===== config.mk =====
export PLATFORM = sky130hd
export DESIGN_NAME = led_diag_regs
export DESIGN_NICKNAME = d
export VERILOG_FILES = /design/src/led_diag_pkg.sv /design/src/led_diag_regs.sv
export VERILOG_INCLUDE_DIRS = /design/src
export SDC_FILE = /design/constraint.sdc
export NUM_CORES = 1
export LEC_CHECK = 0
export ABC_AREA = 0
export BUFFER_PORTS_ARGS = -buffer_cell sky130_fd_sc_hd__buf_2
export CORE_MARGIN = 3
export CORE_UTILIZATION = 53
export CTS_CLUSTER_SIZE = 8
export DETAILED_ROUTE_END_ITERATION = 12
export GPL_ROUTABILITY_DRIVEN = 0
export PLACE_DENSITY_LB_ADDON = 0.3
export SYNTH_ARGS = -nofsm -noshare
export SYNTH_HDL_FRONTEND = slang
export SYNTH_SLANG_ARGS = --single-unit

===== constraint.sdc =====
create_clock -name CLK_SYS_IN -period 10.7 [get_ports CLK_SYS_IN]
set_input_delay 1.605 -clock CLK_SYS_IN [delete_from_list [all_inputs] [get_ports CLK_SYS_IN]]
set_output_delay 1.605 -clock CLK_SYS_IN [all_outputs]
set_load 0.01 [all_outputs]

===== src/led_diag_consts.svh =====
// Purpose: Offsets, init bases, CRC constants, reset values and fixed counts of the LED diagnostic register block.
// Assumes: Included by bare name from the package and the design module.
// Notes: Definitions only.
// Function
// - Watchdog expiry forces LEDs to default state bits.
// - Ten-bit PWM period counter counts and wraps.
// - Counter writes load only on sync pulse.
// - Fault sampled before switch closes, latched.
// - Fault bits hold until host writes zero.
// - Writing one to fault bit does nothing.
// - Persisting fault sets bit again next period.
// - CRC error tally increments per failed frame.
// - CRC error tally saturates at all ones.
// - Communications reset leaves tally unchanged.
// - Host may write any tally value.
// - Write frame: init, address, data, CRC.
// - Multi-byte access uses consecutive addresses.
// - Read frame: init, address, CRC only.
// - Response: init, data bytes, two CRC bytes; the code sends the count code alone in place of the init byte.
// - CRC-16 trailer, low byte then high; the code sends each response trailer byte bit-reversed.
// - Init byte carries target device identifier.
// - On-enable registers map one bit per LED.
// - Shared high byte packs four upper pairs.
// - Write init ORs 0x80, read ORs 0xC0.
// - CRC starts zero, LSB first, poly 0xA001.
`ifndef LED_DIAG_CONSTS_SVH
`define LED_DIAG_CONSTS_SVH
`define ADDR_CLOSE_TIME_BASE 8'h20
`define ADDR_CLOSE_TIME_UPPER 8'h24
`define ADDR_ON_EN_LOW 8'hB0
`define ADDR_ON_EN_HIGH 8'hB1
`define ADDR_OFF_EN_LOW 8'hB2
`define ADDR_OFF_EN_HIGH 8'hB3
`define ADDR_DEFAULT_LOW 8'hC2
`define ADDR_DEFAULT_HIGH 8'hC3
`define ADDR_PERIOD_LOW 8'hC4
`define ADDR_PERIOD_HIGH 8'hC5
`define ADDR_FAULT_LOW 8'hE0
`define ADDR_FAULT_HIGH 8'hE1
`define ADDR_TALLY 8'hE2
`define INIT_WRITE_BASE 8'h80
`define INIT_READ_BASE 8'hC0
`define CRC_POLY 16'hA001
`define CRC_INIT 16'h0000
`define PERIOD_MAX 10'h3FF
`define TALLY_MAX 8'hFF
`define RESET_BYTE 8'h00
`define RESET_LED12 12'h000
`define RESET_PERIOD 10'h000
`endif


===== src/led_diag_pkg.sv =====
// Purpose: Types and shared arithmetic of the LED diagnostic register block.
// Assumes: Constants come from the guarded header.
// Notes: Frame init byte is {1, read, count code[2:0], device id[2:0]}.
`include "led_diag_consts.svh"
`default_nettype none
package led_diag_pkg;
  typedef enum logic [2:0] {
    ST_IDLE = 3'b000, ST_ADDR = 3'b001, ST_DATA = 3'b010, ST_CRC_LO = 3'b011,
    ST_CRC_HI = 3'b100, ST_COMMIT = 3'b101, ST_RESP = 3'b110
  } frame_state_e;
  typedef struct packed {
    logic start;
    logic is_read;
    logic [2:0] count_code;
    logic [2:0] dev_id;
  } frame_init_s;
  function automatic logic [15:0] crc_byte(input logic [15:0] crc_in, input logic [7:0] data);
    logic [15:0] c;
    c = crc_in ^ {8'h00, data};
    for (int i = 0; i < 8; i++)
    begin
      c = c[0] ? ((c >> 1) ^ `CRC_POLY) : (c >> 1);
    end
    return c;
  endfunction : crc_byte
  function automatic logic [7:0] reverse_byte(input logic [7:0] b);
    return {b[0], b[1], b[2], b[3], b[4], b[5], b[6], b[7]};
  endfunction : reverse_byte
  function automatic logic [3:0] byte_count(input logic [2:0] code);
    case (code)
      3'h0: return 4'h1;
      3'h1: return 4'h2;
      3'h2: return 4'h5;
      3'h3: return 4'hA;
      default: return 4'h0;
    endcase
  endfunction : byte_count
endpackage : led_diag_pkg
`default_nettype wire


===== src/led_diag_regs.sv =====
// Purpose: Frame receiver, register bank and read responder of the LED diagnostic block.
// Assumes: Bytes arrive already deframed from the UART; PWM tick comes from the divider.
// Notes: Frames are buffered and applied only after the trailer checks good.
`include "led_diag_consts.svh"
`default_nettype none
module led_diag_regs
  import led_diag_pkg::*;
(
  input wire logic CLK_SYS_IN,
  input wire logic RST_N_IN,
  input wire logic [2:0] DEVICE_ID_IN,
  input wire logic [7:0] RX_BYTE_IN,
  input wire logic RX_VALID_IN,
  input wire logic COMM_RESET_IN,
  input wire logic TX_READY_IN,
  input wire logic PWM_TICK_IN,
  input wire logic SYNC_IN,
  input wire logic WDT_EXPIRED_IN,
  input wire logic [11:0] SWITCH_CLOSE_IN,
  input wire logic [11:0] FAULT_DETECT_IN,
  output logic [7:0] TX_BYTE_OUT,
  output logic TX_VALID_OUT,
  output logic LED_FORCE_ACTIVE_OUT,
  output logic [11:0] LED_FORCE_STATE_OUT,
  output logic [9:0] PWM_COUNT_OUT,
  output logic [11:0] TURN_ON_ENABLE_OUT,
  output logic [11:0] TURN_OFF_ENABLE_OUT,
  output logic [39:0] CLOSE_TIME_G1_OUT,
  output logic [11:0] FAULT_OUT
);
  ////////////////////////////////////////////////////////////////////////////
  frame_state_e state;
  frame_init_s hdr;
  logic [7:0] start_addr;
  logic [3:0] idx;
  logic [3:0] tx_step;
  logic [15:0] crc;
  logic [7:0] data_buf [0:9];
  logic [3:0] frame_len;
  logic [15:0] next_crc;
  logic crc_fail;
  logic reg_wr_en;
  logic [7:0] reg_wr_addr;
  logic [7:0] reg_wr_data;
  logic [7:0] rd_addr;
  logic [7:0] rd_data;
  logic sync_meta, sync_now;
  logic [11:0] det_meta, fault_det;
  logic [11:0] default_state;
  logic [9:0] period_pending;
  logic load_pending;
  logic [7:0] tally;
  logic [3:0][9:0] close_time;
  logic [11:0] fault_keep;
  logic [11:0] fault_set;

  // The sync and fault-detect pins pass two flops before use; the other inputs are used as they arrive.
  always_ff @(posedge CLK_SYS_IN)
  begin
    if (!RST_N_IN)
    begin
      sync_meta <= 1'b0;
      sync_now <= 1'b0;
      det_meta <= `RESET_LED12;
      fault_det <= `RESET_LED12;
    end
    else
    begin
      sync_meta <= SYNC_IN;
      sync_now <= sync_meta;
      det_meta <= FAULT_DETECT_IN;
      fault_det <= det_meta;
    end
  end

  ////////////////////////////////////////////////////////////////////////////
  always_comb
  begin
    frame_len = byte_count(hdr.count_code);
    next_crc = crc_byte(crc, RX_BYTE_IN);
    // A good trailer leaves a zero residue when run through the same CRC.
    crc_fail = (state == ST_CRC_HI) && RX_VALID_IN && !COMM_RESET_IN && (next_crc != 16'h0000);
    reg_wr_en = (state == ST_COMMIT);
    reg_wr_addr = start_addr + {4'h0, idx};
    reg_wr_data = data_buf[idx];
    rd_addr = start_addr + {4'h0, tx_step} - 8'h01;
  end

  // Frame receive, commit and response sequencing.
  always_ff @(posedge CLK_SYS_IN)
  begin
    if (!RST_N_IN)
    begin
      state <= ST_IDLE;
      hdr <= '0;
      start_addr <= `RESET_BYTE;
      idx <= 4'h0;
      tx_step <= 4'h0;
      crc <= `CRC_INIT;
      TX_BYTE_OUT <= `RESET_BYTE;
      TX_VALID_OUT <= 1'b0;
    end
    else if (COMM_RESET_IN)
    begin
      state <= ST_IDLE;
      TX_VALID_OUT <= 1'b0;
    end
    else
    begin
      unique case (state)
        ST_IDLE:
        begin
          // The top bit marks an init byte; bit 6 picks read over write.
          if (RX_VALID_IN && RX_BYTE_IN[7] && byte_count(RX_BYTE_IN[5:3]) != 4'h0)
          begin
            hdr <= frame_init_s'(RX_BYTE_IN);
            crc <= crc_byte(`CRC_INIT, RX_BYTE_IN);
            state <= ST_ADDR;
          end
        end
        ST_ADDR:
        begin
          if (RX_VALID_IN)
          begin
            start_addr <= RX_BYTE_IN;
            crc <= next_crc;
            idx <= 4'h0;
            state <= hdr.is_read ? ST_CRC_LO : ST_DATA;
          end
        end
        ST_DATA:
        begin
          if (RX_VALID_IN)
          begin
            data_buf[idx] <= RX_BYTE_IN;
            crc <= next_crc;
            idx <= idx + 4'h1;
            if (idx == frame_len - 4'h1)
            begin
              state <= ST_CRC_LO;
            end
          end
        end
        ST_CRC_LO:
        begin
          if (RX_VALID_IN)
          begin
            crc <= next_crc;
            state <= ST_CRC_HI;
          end
        end
        ST_CRC_HI:
        begin
          if (RX_VALID_IN)
          begin
            idx <= 4'h0;
            tx_step <= 4'h0;
            if (crc_fail || hdr.dev_id != DEVICE_ID_IN)
            begin
              state <= ST_IDLE;
            end
            else
            begin
              state <= hdr.is_read ? ST_RESP : ST_COMMIT;
            end
          end
        end
        ST_COMMIT:
        begin
          idx <= idx + 4'h1;
          if (idx == frame_len - 4'h1)
          begin
            state <= ST_IDLE;
          end
        end
        ST_RESP:
        begin
          if (!TX_VALID_OUT || TX_READY_IN)
          begin
            tx_step <= tx_step + 4'h1;
            TX_VALID_OUT <= 1'b1;
            if (tx_step == 4'h0)
            begin
              TX_BYTE_OUT <= {5'h00, hdr.count_code};
              crc <= crc_byte(`CRC_INIT, {5'h00, hdr.count_code});
            end
            else if (tx_step <= frame_len)
            begin
              TX_BYTE_OUT <= rd_data;
              crc <= crc_byte(crc, rd_data);
            end
            else if (tx_step == frame_len + 4'h1)
            begin
              // Trailer goes out bit-reversed; the bench bit-reverses its own CRC before comparing.
              TX_BYTE_OUT <= reverse_byte(crc[7:0]);
            end
            else if (tx_step == frame_len + 4'h2)
            begin
              TX_BYTE_OUT <= reverse_byte(crc[15:8]);
            end
            else
            begin
              TX_VALID_OUT <= 1'b0;
              state <= ST_IDLE;
            end
          end
        end
        default:
        begin
          state <= ST_IDLE;
        end
      endcase
    end
  end

  ////////////////////////////////////////////////////////////////////////////
  always_comb
  begin
    case (rd_addr)
      `ADDR_ON_EN_LOW: rd_data = TURN_ON_ENABLE_OUT[7:0];
      `ADDR_ON_EN_HIGH: rd_data = {4'h0, TURN_ON_ENABLE_OUT[11:8]};
      `ADDR_OFF_EN_LOW: rd_data = TURN_OFF_ENABLE_OUT[7:0];
      `ADDR_OFF_EN_HIGH: rd_data = {4'h0, TURN_OFF_ENABLE_OUT[11:8]};
      `ADDR_DEFAULT_LOW: rd_data = default_state[7:0];
      `ADDR_DEFAULT_HIGH: rd_data = {4'h0, default_state[11:8]};
      `ADDR_PERIOD_LOW: rd_data = PWM_COUNT_OUT[7:0];
      `ADDR_PERIOD_HIGH: rd_data = {6'h00, PWM_COUNT_OUT[9:8]};
      `ADDR_FAULT_LOW: rd_data = FAULT_OUT[7:0];
      `ADDR_FAULT_HIGH: rd_data = {4'h0, FAULT_OUT[11:8]};
      `ADDR_TALLY: rd_data = tally;
      `ADDR_CLOSE_TIME_UPPER: rd_data = {close_time[3][9:8], close_time[2][9:8],
                                         close_time[1][9:8], close_time[0][9:8]};
      default:
      begin
        if (rd_addr >= `ADDR_CLOSE_TIME_BASE && rd_addr < `ADDR_CLOSE_TIME_UPPER)
          rd_data = close_time[rd_addr[1:0]][7:0];
        else
          rd_data = `RESET_BYTE;
      end
    endcase
  end

  // Enables, default state and close times: plain host-written storage.
  always_ff @(posedge CLK_SYS_IN)
  begin
    if (!RST_N_IN)
    begin
      TURN_ON_ENABLE_OUT <= `RESET_LED12;
      TURN_OFF_ENABLE_OUT <= `RESET_LED12;
      default_state <= `RESET_LED12;
      close_time <= '0;
    end
    else if (reg_wr_en)
    begin
      case (reg_wr_addr)
        `ADDR_ON_EN_LOW: TURN_ON_ENABLE_OUT[7:0] <= reg_wr_data;
        `ADDR_ON_EN_HIGH: TURN_ON_ENABLE_OUT[11:8] <= reg_wr_data[3:0];
        `ADDR_OFF_EN_LOW: TURN_OFF_ENABLE_OUT[7:0] <= reg_wr_data;
        `ADDR_OFF_EN_HIGH: TURN_OFF_ENABLE_OUT[11:8] <= reg_wr_data[3:0];
        `ADDR_DEFAULT_LOW: default_state[7:0] <= reg_wr_data;
        `ADDR_DEFAULT_HIGH: default_state[11:8] <= reg_wr_data[3:0];
        `ADDR_CLOSE_TIME_UPPER:
        begin
          for (int i = 0; i < 4; i++)
          begin
            close_time[i][9:8] <= reg_wr_data[2 * i +: 2];
          end
        end
        default:
        begin
          if (reg_wr_addr >= `ADDR_CLOSE_TIME_BASE && reg_wr_addr < `ADDR_CLOSE_TIME_UPPER)
            close_time[reg_wr_addr[1:0]][7:0] <= reg_wr_data;
        end
      endcase
    end
  end

  // Watchdog takeover: the LED state follows the default bits.
  always_ff @(posedge CLK_SYS_IN)
  begin
    if (!RST_N_IN)
    begin
      LED_FORCE_ACTIVE_OUT <= 1'b0;
      LED_FORCE_STATE_OUT <= `RESET_LED12;
      CLOSE_TIME_G1_OUT <= '0;
    end
    else
    begin
      LED_FORCE_ACTIVE_OUT <= WDT_EXPIRED_IN;
      LED_FORCE_STATE_OUT <= default_state;
      CLOSE_TIME_G1_OUT <= close_time;
    end
  end

  // Period counter; a host write waits for the next sync pulse.
  always_ff @(posedge CLK_SYS_IN)
  begin
    if (!RST_N_IN)
    begin
      PWM_COUNT_OUT <= `RESET_PERIOD;
      period_pending <= `RESET_PERIOD;
      load_pending <= 1'b0;
    end
    else
    begin
      if (sync_now && load_pending)
      begin
        PWM_COUNT_OUT <= period_pending;
      end
      else if (PWM_TICK_IN)
      begin
        PWM_COUNT_OUT <= (PWM_COUNT_OUT == `PERIOD_MAX) ? `RESET_PERIOD : PWM_COUNT_OUT + 10'h001;
      end
      if (reg_wr_en && reg_wr_addr == `ADDR_PERIOD_LOW)
      begin
        period_pending[7:0] <= reg_wr_data;
        load_pending <= 1'b1;
      end
      else if (reg_wr_en && reg_wr_addr == `ADDR_PERIOD_HIGH)
      begin
        period_pending[9:8] <= reg_wr_data[1:0];
        load_pending <= 1'b1;
      end
      else if (sync_now)
      begin
        load_pending <= 1'b0;
      end
    end
  end

  ////////////////////////////////////////////////////////////////////////////
  // A new fault wins over a clear arriving in the same cycle.
  always_comb
  begin
    fault_set = SWITCH_CLOSE_IN & fault_det;
    fault_keep = 12'hFFF;
    if (reg_wr_en && reg_wr_addr == `ADDR_FAULT_LOW)
      fault_keep[7:0] = reg_wr_data;
    else if (reg_wr_en && reg_wr_addr == `ADDR_FAULT_HIGH)
      fault_keep[11:8] = reg_wr_data[3:0];
  end

  always_ff @(posedge CLK_SYS_IN)
  begin
    if (!RST_N_IN)
      FAULT_OUT <= `RESET_LED12;
    else
      FAULT_OUT <= (FAULT_OUT & fault_keep) | fault_set;
  end

  // The tally is not touched by a communications reset.
  always_ff @(posedge CLK_SYS_IN)
  begin
    if (!RST_N_IN)
      tally <= `RESET_BYTE;
    else if (reg_wr_en && reg_wr_addr == `ADDR_TALLY)
      tally <= reg_wr_data;
    else if (crc_fail && tally != `TALLY_MAX)
      tally <= tally + 8'h01;
  end
endmodule : led_diag_regs
`default_nettype wire


==> flow_summary.ini, run 1 <==
[run_status]
outcome = completed

[sta]
tightest_slew_ps = 1210
setup_violations = 0
period_minus_slack_ps = 5023
skew_ps = 14.63
rsz0062_at_grt = false
setup_ws_ps = 5677
hold_viol = 0
period_share = 0.4695
maxSlewViolCount = 0
slew_headroom = 0.1863
finalSetupTns_ps = 0
fmax_ghz = 0.1991

[clock_network]
htreeDepth = 2
cts_buffers = 47
cts.clk_slew.worst_paths_ps = 50
clockBufferDepth = 3
cts_setup_buffers = 0
clock_sinks = 331
cts_hold_buf = 0
post_cts_resized = 0
cts_tree = yes
clk_latency_ps = 540
cts-root-buf = clkbuf_16

[power_and_ir_drop]
p_per_area_nw_per_um2 = 158.3
p_total_w = 0.002819
leakagePower_nw = 7.183
max-vdd-ir-drop_mv = 0.1581

[synth]
synthDominantCellAreaShare = 0.3241
synth_area_um2 = 15500
ys.flop_type = dfxtp_1
synth.distinct_cells = 79
synth_cells = 1530
ys_seq_area_frac = 0.4791
ys.warnings.count = 0
synthTopCellsByArea = dfxtp_1 (32%), edfxtp_1 (15%), mux2i_1 (6.8%)
synth_nets = 1619
synth-seq-cells = 331
synth_top_area_cell = dfxtp_1
synth_edf_count = 80
synth_area_per_cell_um2 = 10.13
synthArstFlopShare = 0

[finish]
num_antenna_cells = 0
instances_no_fill = 2043
nets = 1740
final_common_cell = dfxtp_1
drive_gt1_frac = 0.1688
postLayoutCellArea_um2 = 17800
mostFrequentLayoutCells = dfxtp_1 (251), nor2_1 (170), buf_2 (150), mux2i_1 (106), and2_1 (98)
area_growth_pct = 14.84

[critical_path]
cp_num_buf_inv = 3
cpMostUsedCell = inv_1
cp.required_ps = 11110
cpMaxStageDelayCell = xnor2_2
startpoint_type = register
crit_chain = inv_1 -> ha_1 -> inv_1 -> ha_1 -> inv_1 -> fa_1 -> and2b_1 -> o22ai_4 -> xnor2_2 -> mux2i_1 -> o22ai_1 -> a211oi_1 -> o21ai_0 -> xor2_1 -> a21oi_4 -> xnor3_2 -> xnor2_4 -> xnor2_1 -> a31oi_1
crit_family = XOR/XNOR gates
crit_path_end_kind = register
path_class = register to register
max_stage_delay_ps = 740
worstPathArrival_ps = 5430
crit_fanout = 16

[global_routing]
global_route.usage.total = 0.2579
antenna_found_initial = 2
overflow = 0
grt_max_degree = 101
grt_first_pass_wirelength_mm = 63.47
grt_pass1_vias = 11540

[placement]
hpwl_mm = 27.90
portBuffers = 150
dp_cells = 1980
dp_slack_ps = 5221
placed_area_um2 = 16490

[detailed_routing]
drc = 0
ant_nets = 0
drt_iter0_markers = 935
routed_wl_mm = 40.82
vias = 11920
drtPass1Iterations = 5
wl_per_cell_um = 19.98
viasPerCell = 5.836

[floorplan]
die_w_um = 177.0
io_pins = 151
die-area_um2 = 31340
core_area_um2 = 28320
rows = 61
dieHeight_um = 177.0
start_util = 0.5475

[job]
maxCapViolCount = 0

[min_path]
hp-class = register to register
==> cell usage after synthesis, drive strengths merged, types with 4 or more instances <==
cell	instances
o211ai	9
o21ai	58
nor2b	21
nand3	48
or2	5
nand2b	11
xor2	37
a31oi	9
nor2	170
o22ai	4
and2	98
a22o	9
dfxtp	251
o221ai	8
nand4	10
nor3	21
a22oi	10
clkbuf	79
ha	44
nor3b	10
inv	41
mux4	28
a21o	6
nor4	5
mux2	11
a211oi	25
mux2i	106
nand2	89
a21oi	84
a221oi	11
edfxtp	80
xnor2	57
and3	23
buf	13
==> cell type report <==
type / count / area [µm²]
Clock buffer: 60 / 1256
Fill cell: 2279 / 10510
Inverter: 42 / 160.2
Timing Repair Buffer: 164 / 855.8
Multi-Input combinational cell: 1065 / 7576
Clock inverter: 3 / 55.05
Tap cell: 378 / 473.0
Sequential cell: 331 / 7427
==> final timing paths <==
check | startpoint | slack [ps] | to | cells after the start
max reg2reg | tx_step[1]$_SDFFE_PN0P_ | 5680 | crc[0]$_SDFFE_PN0P_ | 19
min reg2reg | det_meta[9]$_SDFF_PN0_ | 430 | fault_det[9]$_SDFF_PN0_ | 1
min | det_meta[9]$_SDFF_PN0_ | 430 | fault_det[9]$_SDFF_PN0_ | 1
max | tx_step[1]$_SDFFE_PN0P_ | 5680 | crc[0]$_SDFFE_PN0P_ | 19
==> sequential cells by signal (all words and copies together), names as in the netlist, 8 cells and up, named ones only <==
signal	cells
start_addr	8
TX_BYTE_OUT	8
TURN_ON_ENABLE_OUT	12
default_state	12
fault_det	12
det_meta	12
TURN_OFF_ENABLE_OUT	12
crc	16
FAULT_OUT	12
period_pending	10
close_time	40
data_buf	80
PWM_COUNT_OUT	10
CLOSE_TIME_G1_OUT	40
tally	8
LED_FORCE_STATE_OUT	12
==> per-layer routing <==
layer,GRT usage,routed length [µm],up-vias
met1,0.3651,17770,5650
met5,0,0,-
met4,0.1064,1623,0
li1,-,-,5619
met3,0.05770,3727,116
met2,0.3838,17700,538
==> per-stage QoR <==
stage	utilization	hold slack [ps]
after floorplan	-	411.9
after global placement	0.5824	417.1
after detailed placement	0.5824	418.5
after CTS	0.6287	430.4
after global routing	0.6287	439.8
final	0.6287	431.1
==> cell families (layout without fill, tap and decap cells) <==
family	Yosys count	after routing	share of synthesized area
AO/OA/AOI/OAI	255	255	0.1073
XOR/XNOR	95	95	0.05779
adder cells (fa/ha/maj)	46	46	0.03810
buffers and inverters	134	269	0.03374
flip-flops	331	331	0.4791
multiplexers	145	145	0.1171
AND/OR/NAND/NOR	524	524	0.1669
==> report_power, final <==
group          switching [W]  leakage (nW)  internal, W
combinational       0.000119          3.80    0.0000706
sequential         0.0000136          2.75      0.00130
clock               0.000508         0.637     0.000812
==> worst reg2reg max path, delay by kind of cell (launching register included) <==
kind                       cells  cell delay [ps]
buffers and inverters          3              230
and+or+nand+nor                1              290
adders and majority gates      3              850
DFF                            1              450
muxes                          1              420
xor gates and xnor gates       5             1730
AOI/OAI and AO/OA              6              930
(Power assumes the default switching activity.)
==> inputs of run 2 (changes only) <==
clock period = 4.3 ns   (was 10.7 ns; I/O delays follow)
==> flow_summary.ini, run 2 (same netlist as run 1, synthesis figures left out) <==
[detailed_routing]
routed_wl_mm = 41.77
wl_per_cell_um = 20.02
drt_iter0_markers = 1101
drtPass1Iterations = 7
ant_nets = 0
vias = 12290
drc = 0
viasPerCell = 5.890

[floorplan]
start_util = 0.5475
core_area_um2 = 28320
die-area_um2 = 31340
io_pins = 151
rows = 61
dieHeight_um = 177.0
die_w_um = 177.0

[global_routing]
grt_first_pass_wirelength_mm = 64.92
grt.busiest_layer = met2
global_route.usage.total = 0.2622
overflow = 0
grt_util_met1 = 0.3483
grtUsageMet3 = 0.06521
grt_pass1_vias = 11940
grt_use_met2 = 0.4287
antenna_found_initial = 0
grt_max_degree = 91

[power_and_ir_drop]
p_seq_frac = 0.464
max-vdd-ir-drop_mv = 0.3148
clockPowerShare = 0.462
pwr-share-comb = 0.073
leakagePower_nw = 7.420
switchingPower_w = 0.001618
power.internal_w = 0.005404
p_per_area_nw_per_um2 = 385.1
p_sw_frac = 0.2304

[clock_network]
cts_hold_buf = 0
cts_buffers = 47
clockBufferDepth = 3
cts.clk_slew.worst_paths_ps = 50
clk_latency_ps = 540
htreeDepth = 2
clock_sinks = 331
cts-root-buf = clkbuf_16
cts_tree = yes

[critical_path]
max_stage_delay_ps = 460
crit_path_end_kind = register
cp.required_ps = 4720
cpMaxStageDelayCell = nor4_4
worstPathArrival_ps = 4620
startpoint_type = register
r2r-start = tx_step[3]$_SDFFE_PN0P_
r2r_slack_ps = 110
crit_fanout = 6
path_class = register to register
r2r_cells = 17
reg2reg_to = crc[14]$_SDFFE_PN0P_
crit_chain = inv_2 -> ha_1 -> inv_1 -> ha_1 -> and3_1 -> a221oi_2 -> xnor2_2 -> nor4_4 -> and2_1 -> a2111o_1 -> xor2_1 -> a21oi_2 -> xnor2_2 -> xnor3_2 -> xnor2_4 -> xor2_1 -> a21oi_1

[finish]
postLayoutCellArea_um2 = 18230
largest_reg_flops = 80
fillers = 2233
regMostFlops = data_buf
nets = 1784
seqCellArea_um2 = 7432
drive_gt1_frac = 0.2043
final_common_cell = dfxtp_1
area_growth_pct = 17.61
largestRegisters = data_buf (80), CLOSE_TIME_G1_OUT (40), close_time (40)
mostFrequentLayoutCells = dfxtp_1 (247), nor2_1 (170), buf_2 (150), mux2i_1 (105), and2_1 (98)
multi_input_area_um2 = 7700
num_antenna_cells = 0

[sta]
fmax_ghz = 0.2384
holdWs_ps = 303.0
period_share = 0.9754
tightest_slew_ps = 977.6
skew_ps = 10.61
period_minus_slack_ps = 4194
setup_violations = 0
hold_viol = 0
maxSlewViolCount = 0
slew_headroom = 0.3483

[job]
maxCapViolCount = 0

[run_status]
outcome = completed

[placement]
portBuffers = 150
placed_area_um2 = 16760
hpwl_mm = 28.83

[min_path]
hp-class = primary input to register
min_path_cells = 2
hold_path_end = det_meta[6]$_SDFF_PN0_
hp-start = FAULT_DETECT_IN[6]
run 2: cell count changes in the layout (fill, tap and decap cells not counted), moves of 3 or more:
| cell | change |
|---|---|
| buf_4 | +42 |
| dfxtp_1 | -4 |
| dfxtp_2 | +4 |
| inv_1 | -3 |
| inv_2 | +3 |
| xnor2_1 | -3 |
| xnor2_2 | +3 |
run 2: layer usage:
layer	vias to the layer above	part of all wire	routed length, µm
met3	114	0.097	4056
met5	-	0	0
met2	590	0.47	19430
li1	5701	-	-
met1	5882	0.41	17060
met4	0	0.029	1223
run 2: final cells by class:
cell class	count	share of cell area
Clock buffer	59	0.06753
Clock inverter	3	0.001853
Inverter	42	0.008784
Multi-Input combinational cell	1065	0.4223
Sequential cell	331	0.4076
Tap cell	378	0.02594
Timing Repair Buffer	208	0.06595
run 2: worst max path at each step:
| stage | cells after the start | endpoint | from |
|---|---|---|---|
| global route | 19 | crc[14]$_SDFFE_PN0P_ | tx_step[0]$_SDFFE_PN0P_ |
| global placement | 19 | crc[0]$_SDFFE_PN0P_ | start_addr[1]$_SDFFE_PN0P_ |
| finish | 17 | crc[14]$_SDFFE_PN0P_ | tx_step[3]$_SDFFE_PN0P_ |
| floorplan | 20 | crc[0]$_SDFFE_PN0P_ | tx_step[1]$_SDFFE_PN0P_ |
| CTS | 19 | crc[0]$_SDFFE_PN0P_ | tx_step[0]$_SDFFE_PN0P_ |
| detailed placement | 19 | crc[0]$_SDFFE_PN0P_ | tx_step[0]$_SDFFE_PN0P_ |
run 2: stage by stage:
stage	cells	setup WS (ps)	setup TNS, ps	power (W)	util
6_report	2086	105.7	0	0.007022	0.6439
5_1_grt	2086	-80.61	-174.3	0.007232	0.6439
4_1_cts	2077	7.516	0	0.007029	0.6370
3_5_place_dp	2015	-5.870	-6.066	0.003800	0.5919
3_3_place_gp	2015	109.1	0	0.003790	0.5919
2_1_floorplan	1530	230.0	0	0.003641	-
run 2: critical path, delay by kind of cell (launching register included):
kind            cells  cell delay [ps]
flops               1              380
fa+ha+maj           2              650
simple gates        3              880
xor+xnor            6             1420
buf+inv             2              130
compound gates      4              600
run 2: timing repair:
item	in CTS	in global routing
buffers inserted	0	10
setup endpoints to repair	3	8
cloned	0	0
pin swaps	0	24
gates resized for setup	1	33
run 2: power by group through the flow:
stage / sequential, W / clock [W] / combinational, W
6_report: 0.00326 / 0.00325 / 0.000514
5_1_grt: 0.00326 / 0.00341 / 0.000557
4_1_cts: 0.00326 / 0.00328 / 0.000486
3_5_place_dp: 0.00332 / 0 / 0.000481
3_3_place_gp: 0.00332 / 0 / 0.000472
2_1_floorplan: 0.00330 / 0 / 0.000336
==> inputs of run 3 (changes only) <==
PLACE_DENSITY_LB_ADDON = 0.12   (was 0.3)
==> flow_summary.ini, run 3 (same netlist as run 1, synthesis figures left out) <==
[sta]
skew_ps = 14.63
slew_headroom = 0.4511
tightest_slew_ps = 823.3
setup_ws_ps = 111.6
finalSetupTns_ps = 0
rsz0062_at_grt = true
maxSlewViolCount = 0
hold_viol = 0
setup_violations = 0
fmax_ghz = 0.2388
period_share = 0.9740
period_minus_slack_ps = 4188
holdWs_ps = 308.4

[detailed_routing]
vias = 12010
viasPerCell = 5.734
drc = 0
wl_per_cell_um = 20.01
ant_nets = 0
drtPass1Iterations = 5
drt_iter0_markers = 1073
routed_wl_mm = 41.92

[power_and_ir_drop]
leakagePower_nw = 7.450
p_per_area_nw_per_um2 = 385.9
max-vdd-ir-drop_mv = 0.2964
p_total_w = 0.007049

[global_routing]
grt_first_pass_wirelength_mm = 65.03
grt_pass1_vias = 11620
grt_max_degree = 91
antenna_found_initial = 0
global_route.usage.total = 0.2654
overflow = 0

[clock_network]
htreeDepth = 2
cts_tree = yes
clk_latency_ps = 540
clockBufferDepth = 3
cts-root-buf = clkbuf_16
clock_sinks = 331
cts_buffers = 47
cts.clk_slew.worst_paths_ps = 50

[critical_path]
startpoint_type = register
path_class = register to register
max_stage_delay_ps = 420
cpMostUsedCell = inv_1
worstPathArrival_ps = 4620
crit_fanout = 7
cp.required_ps = 4730
r2r_slack_ps = 110
crit_family = XOR/XNOR gates
r2r_cells = 19
crit_path_end_kind = register
cp_num_buf_inv = 3
critPathLaunch = start_addr[1]$_SDFFE_PN0P_
r2r-start = start_addr[1]$_SDFFE_PN0P_
reg2reg_to = crc[14]$_SDFFE_PN0P_
cpMaxStageDelayCell = fa_2
crit_chain = inv_1 -> ha_4 -> inv_1 -> ha_2 -> inv_1 -> fa_2 -> and2b_2 -> o221a_1 -> o31a_1 -> nand2_2 -> and3_4 -> a2111o_1 -> xor2_1 -> a21oi_2 -> xnor2_2 -> xnor3_2 -> xnor2_4 -> xor2_1 -> a21oi_1

[placement]
dp_cells = 2025
portBuffers = 150
dp_slack_ps = 42.22
hpwl_mm = 29.64

[finish]
final_common_cell = dfxtp_1
drive_gt1_frac = 0.2021
area_growth_pct = 17.85
mostFrequentLayoutCells = dfxtp_1 (247), nor2_1 (170), buf_2 (150), mux2i_1 (106), and2_1 (98)
fillers = 2300
largestRegisters = data_buf (80), CLOSE_TIME_G1_OUT (40), close_time (40)
instances_no_fill = 2095
largest_reg_flops = 80
regMostFlops = data_buf
nets = 1790
num_antenna_cells = 0

[floorplan]
start_util = 0.5475
io_pins = 151
rows = 61
die-area_um2 = 31340
core_area_um2 = 28320
die_w_um = 177.0
dieHeight_um = 177.0

[job]
maxCapViolCount = 0

[min_path]
hold_path_end = LED_FORCE_ACTIVE_OUT$_SDFF_PN0_
hp-start = WDT_EXPIRED_IN
min_path_cells = 2
hp-class = primary input to register

[run_status]
outcome = completed
[run 3: cell types whose count changed in the layout (fill, tap and decap cells not counted), sizes merged]
cell	delta
buf	+6
clkbuf	+3
clkinv	+1
inv	-1
[run 3: metal layers]
metal	routed length (µm)	vias to the layer above	global-route usage
met4	986	0	0.07070
li1	-	5735	-
met3	3893	68	0.06564
met2	18870	488	0.4159
met1	18170	5721	0.3697
met5	0	-	0
[run 3: how the worst max path moves through the flow]
| stage | cells past startpoint | slack (ps) | endpoint |
|---|---|---|---|
| after floorplan | 20 | 230 | crc[0]$_SDFFE_PN0P_ |
| after global placement | 19 | 130 | crc[0]$_SDFFE_PN0P_ |
| after detailed placement | 19 | 40 | crc[14]$_SDFFE_PN0P_ |
| after CTS | 19 | 30 | crc[14]$_SDFFE_PN0P_ |
| after global routing | 19 | -70 | crc[0]$_SDFFE_PN0P_ |
| final | 19 | 110 | crc[14]$_SDFFE_PN0P_ |
[run 3: power breakdown]
group          internal [W]  total, W  switching [W]
combinational      0.000198  0.000501       0.000303
clock               0.00201   0.00329        0.00129
sequential          0.00322   0.00326      0.0000351
total               0.00543   0.00705        0.00162
[run 3: stage by stage]
stage,cell area [µm²],utilization
5_1_grt,18270,0.6452
2_1_floorplan,15500,-
3_3_place_gp,16830,0.5944
3_5_place_dp,16830,0.5944
6_report,18270,0.6452
4_1_cts,18140,0.6406
[run 3: area by class of cell]
cell class / count / area, µm² / area share
multi-input combinational: 1065 / 7650 / 0.4187
sequential: 331 / 7435 / 0.4070
clock buffer: 62 / 1252 / 0.06856
timing repair buffer: 214 / 1244 / 0.06808
tap: 378 / 473.0 / 0.02589
inverter: 42 / 160.2 / 0.008767
clock inverter: 3 / 55.05 / 0.003013
[run 3: what timing repair did]
item | CTS | global route
pin swaps | 0 | 15
resized for setup | 1 | 24
hold buffers | 0 | 0
setup buffers | 0 | 5
setup endpoints to repair | 2 | 9
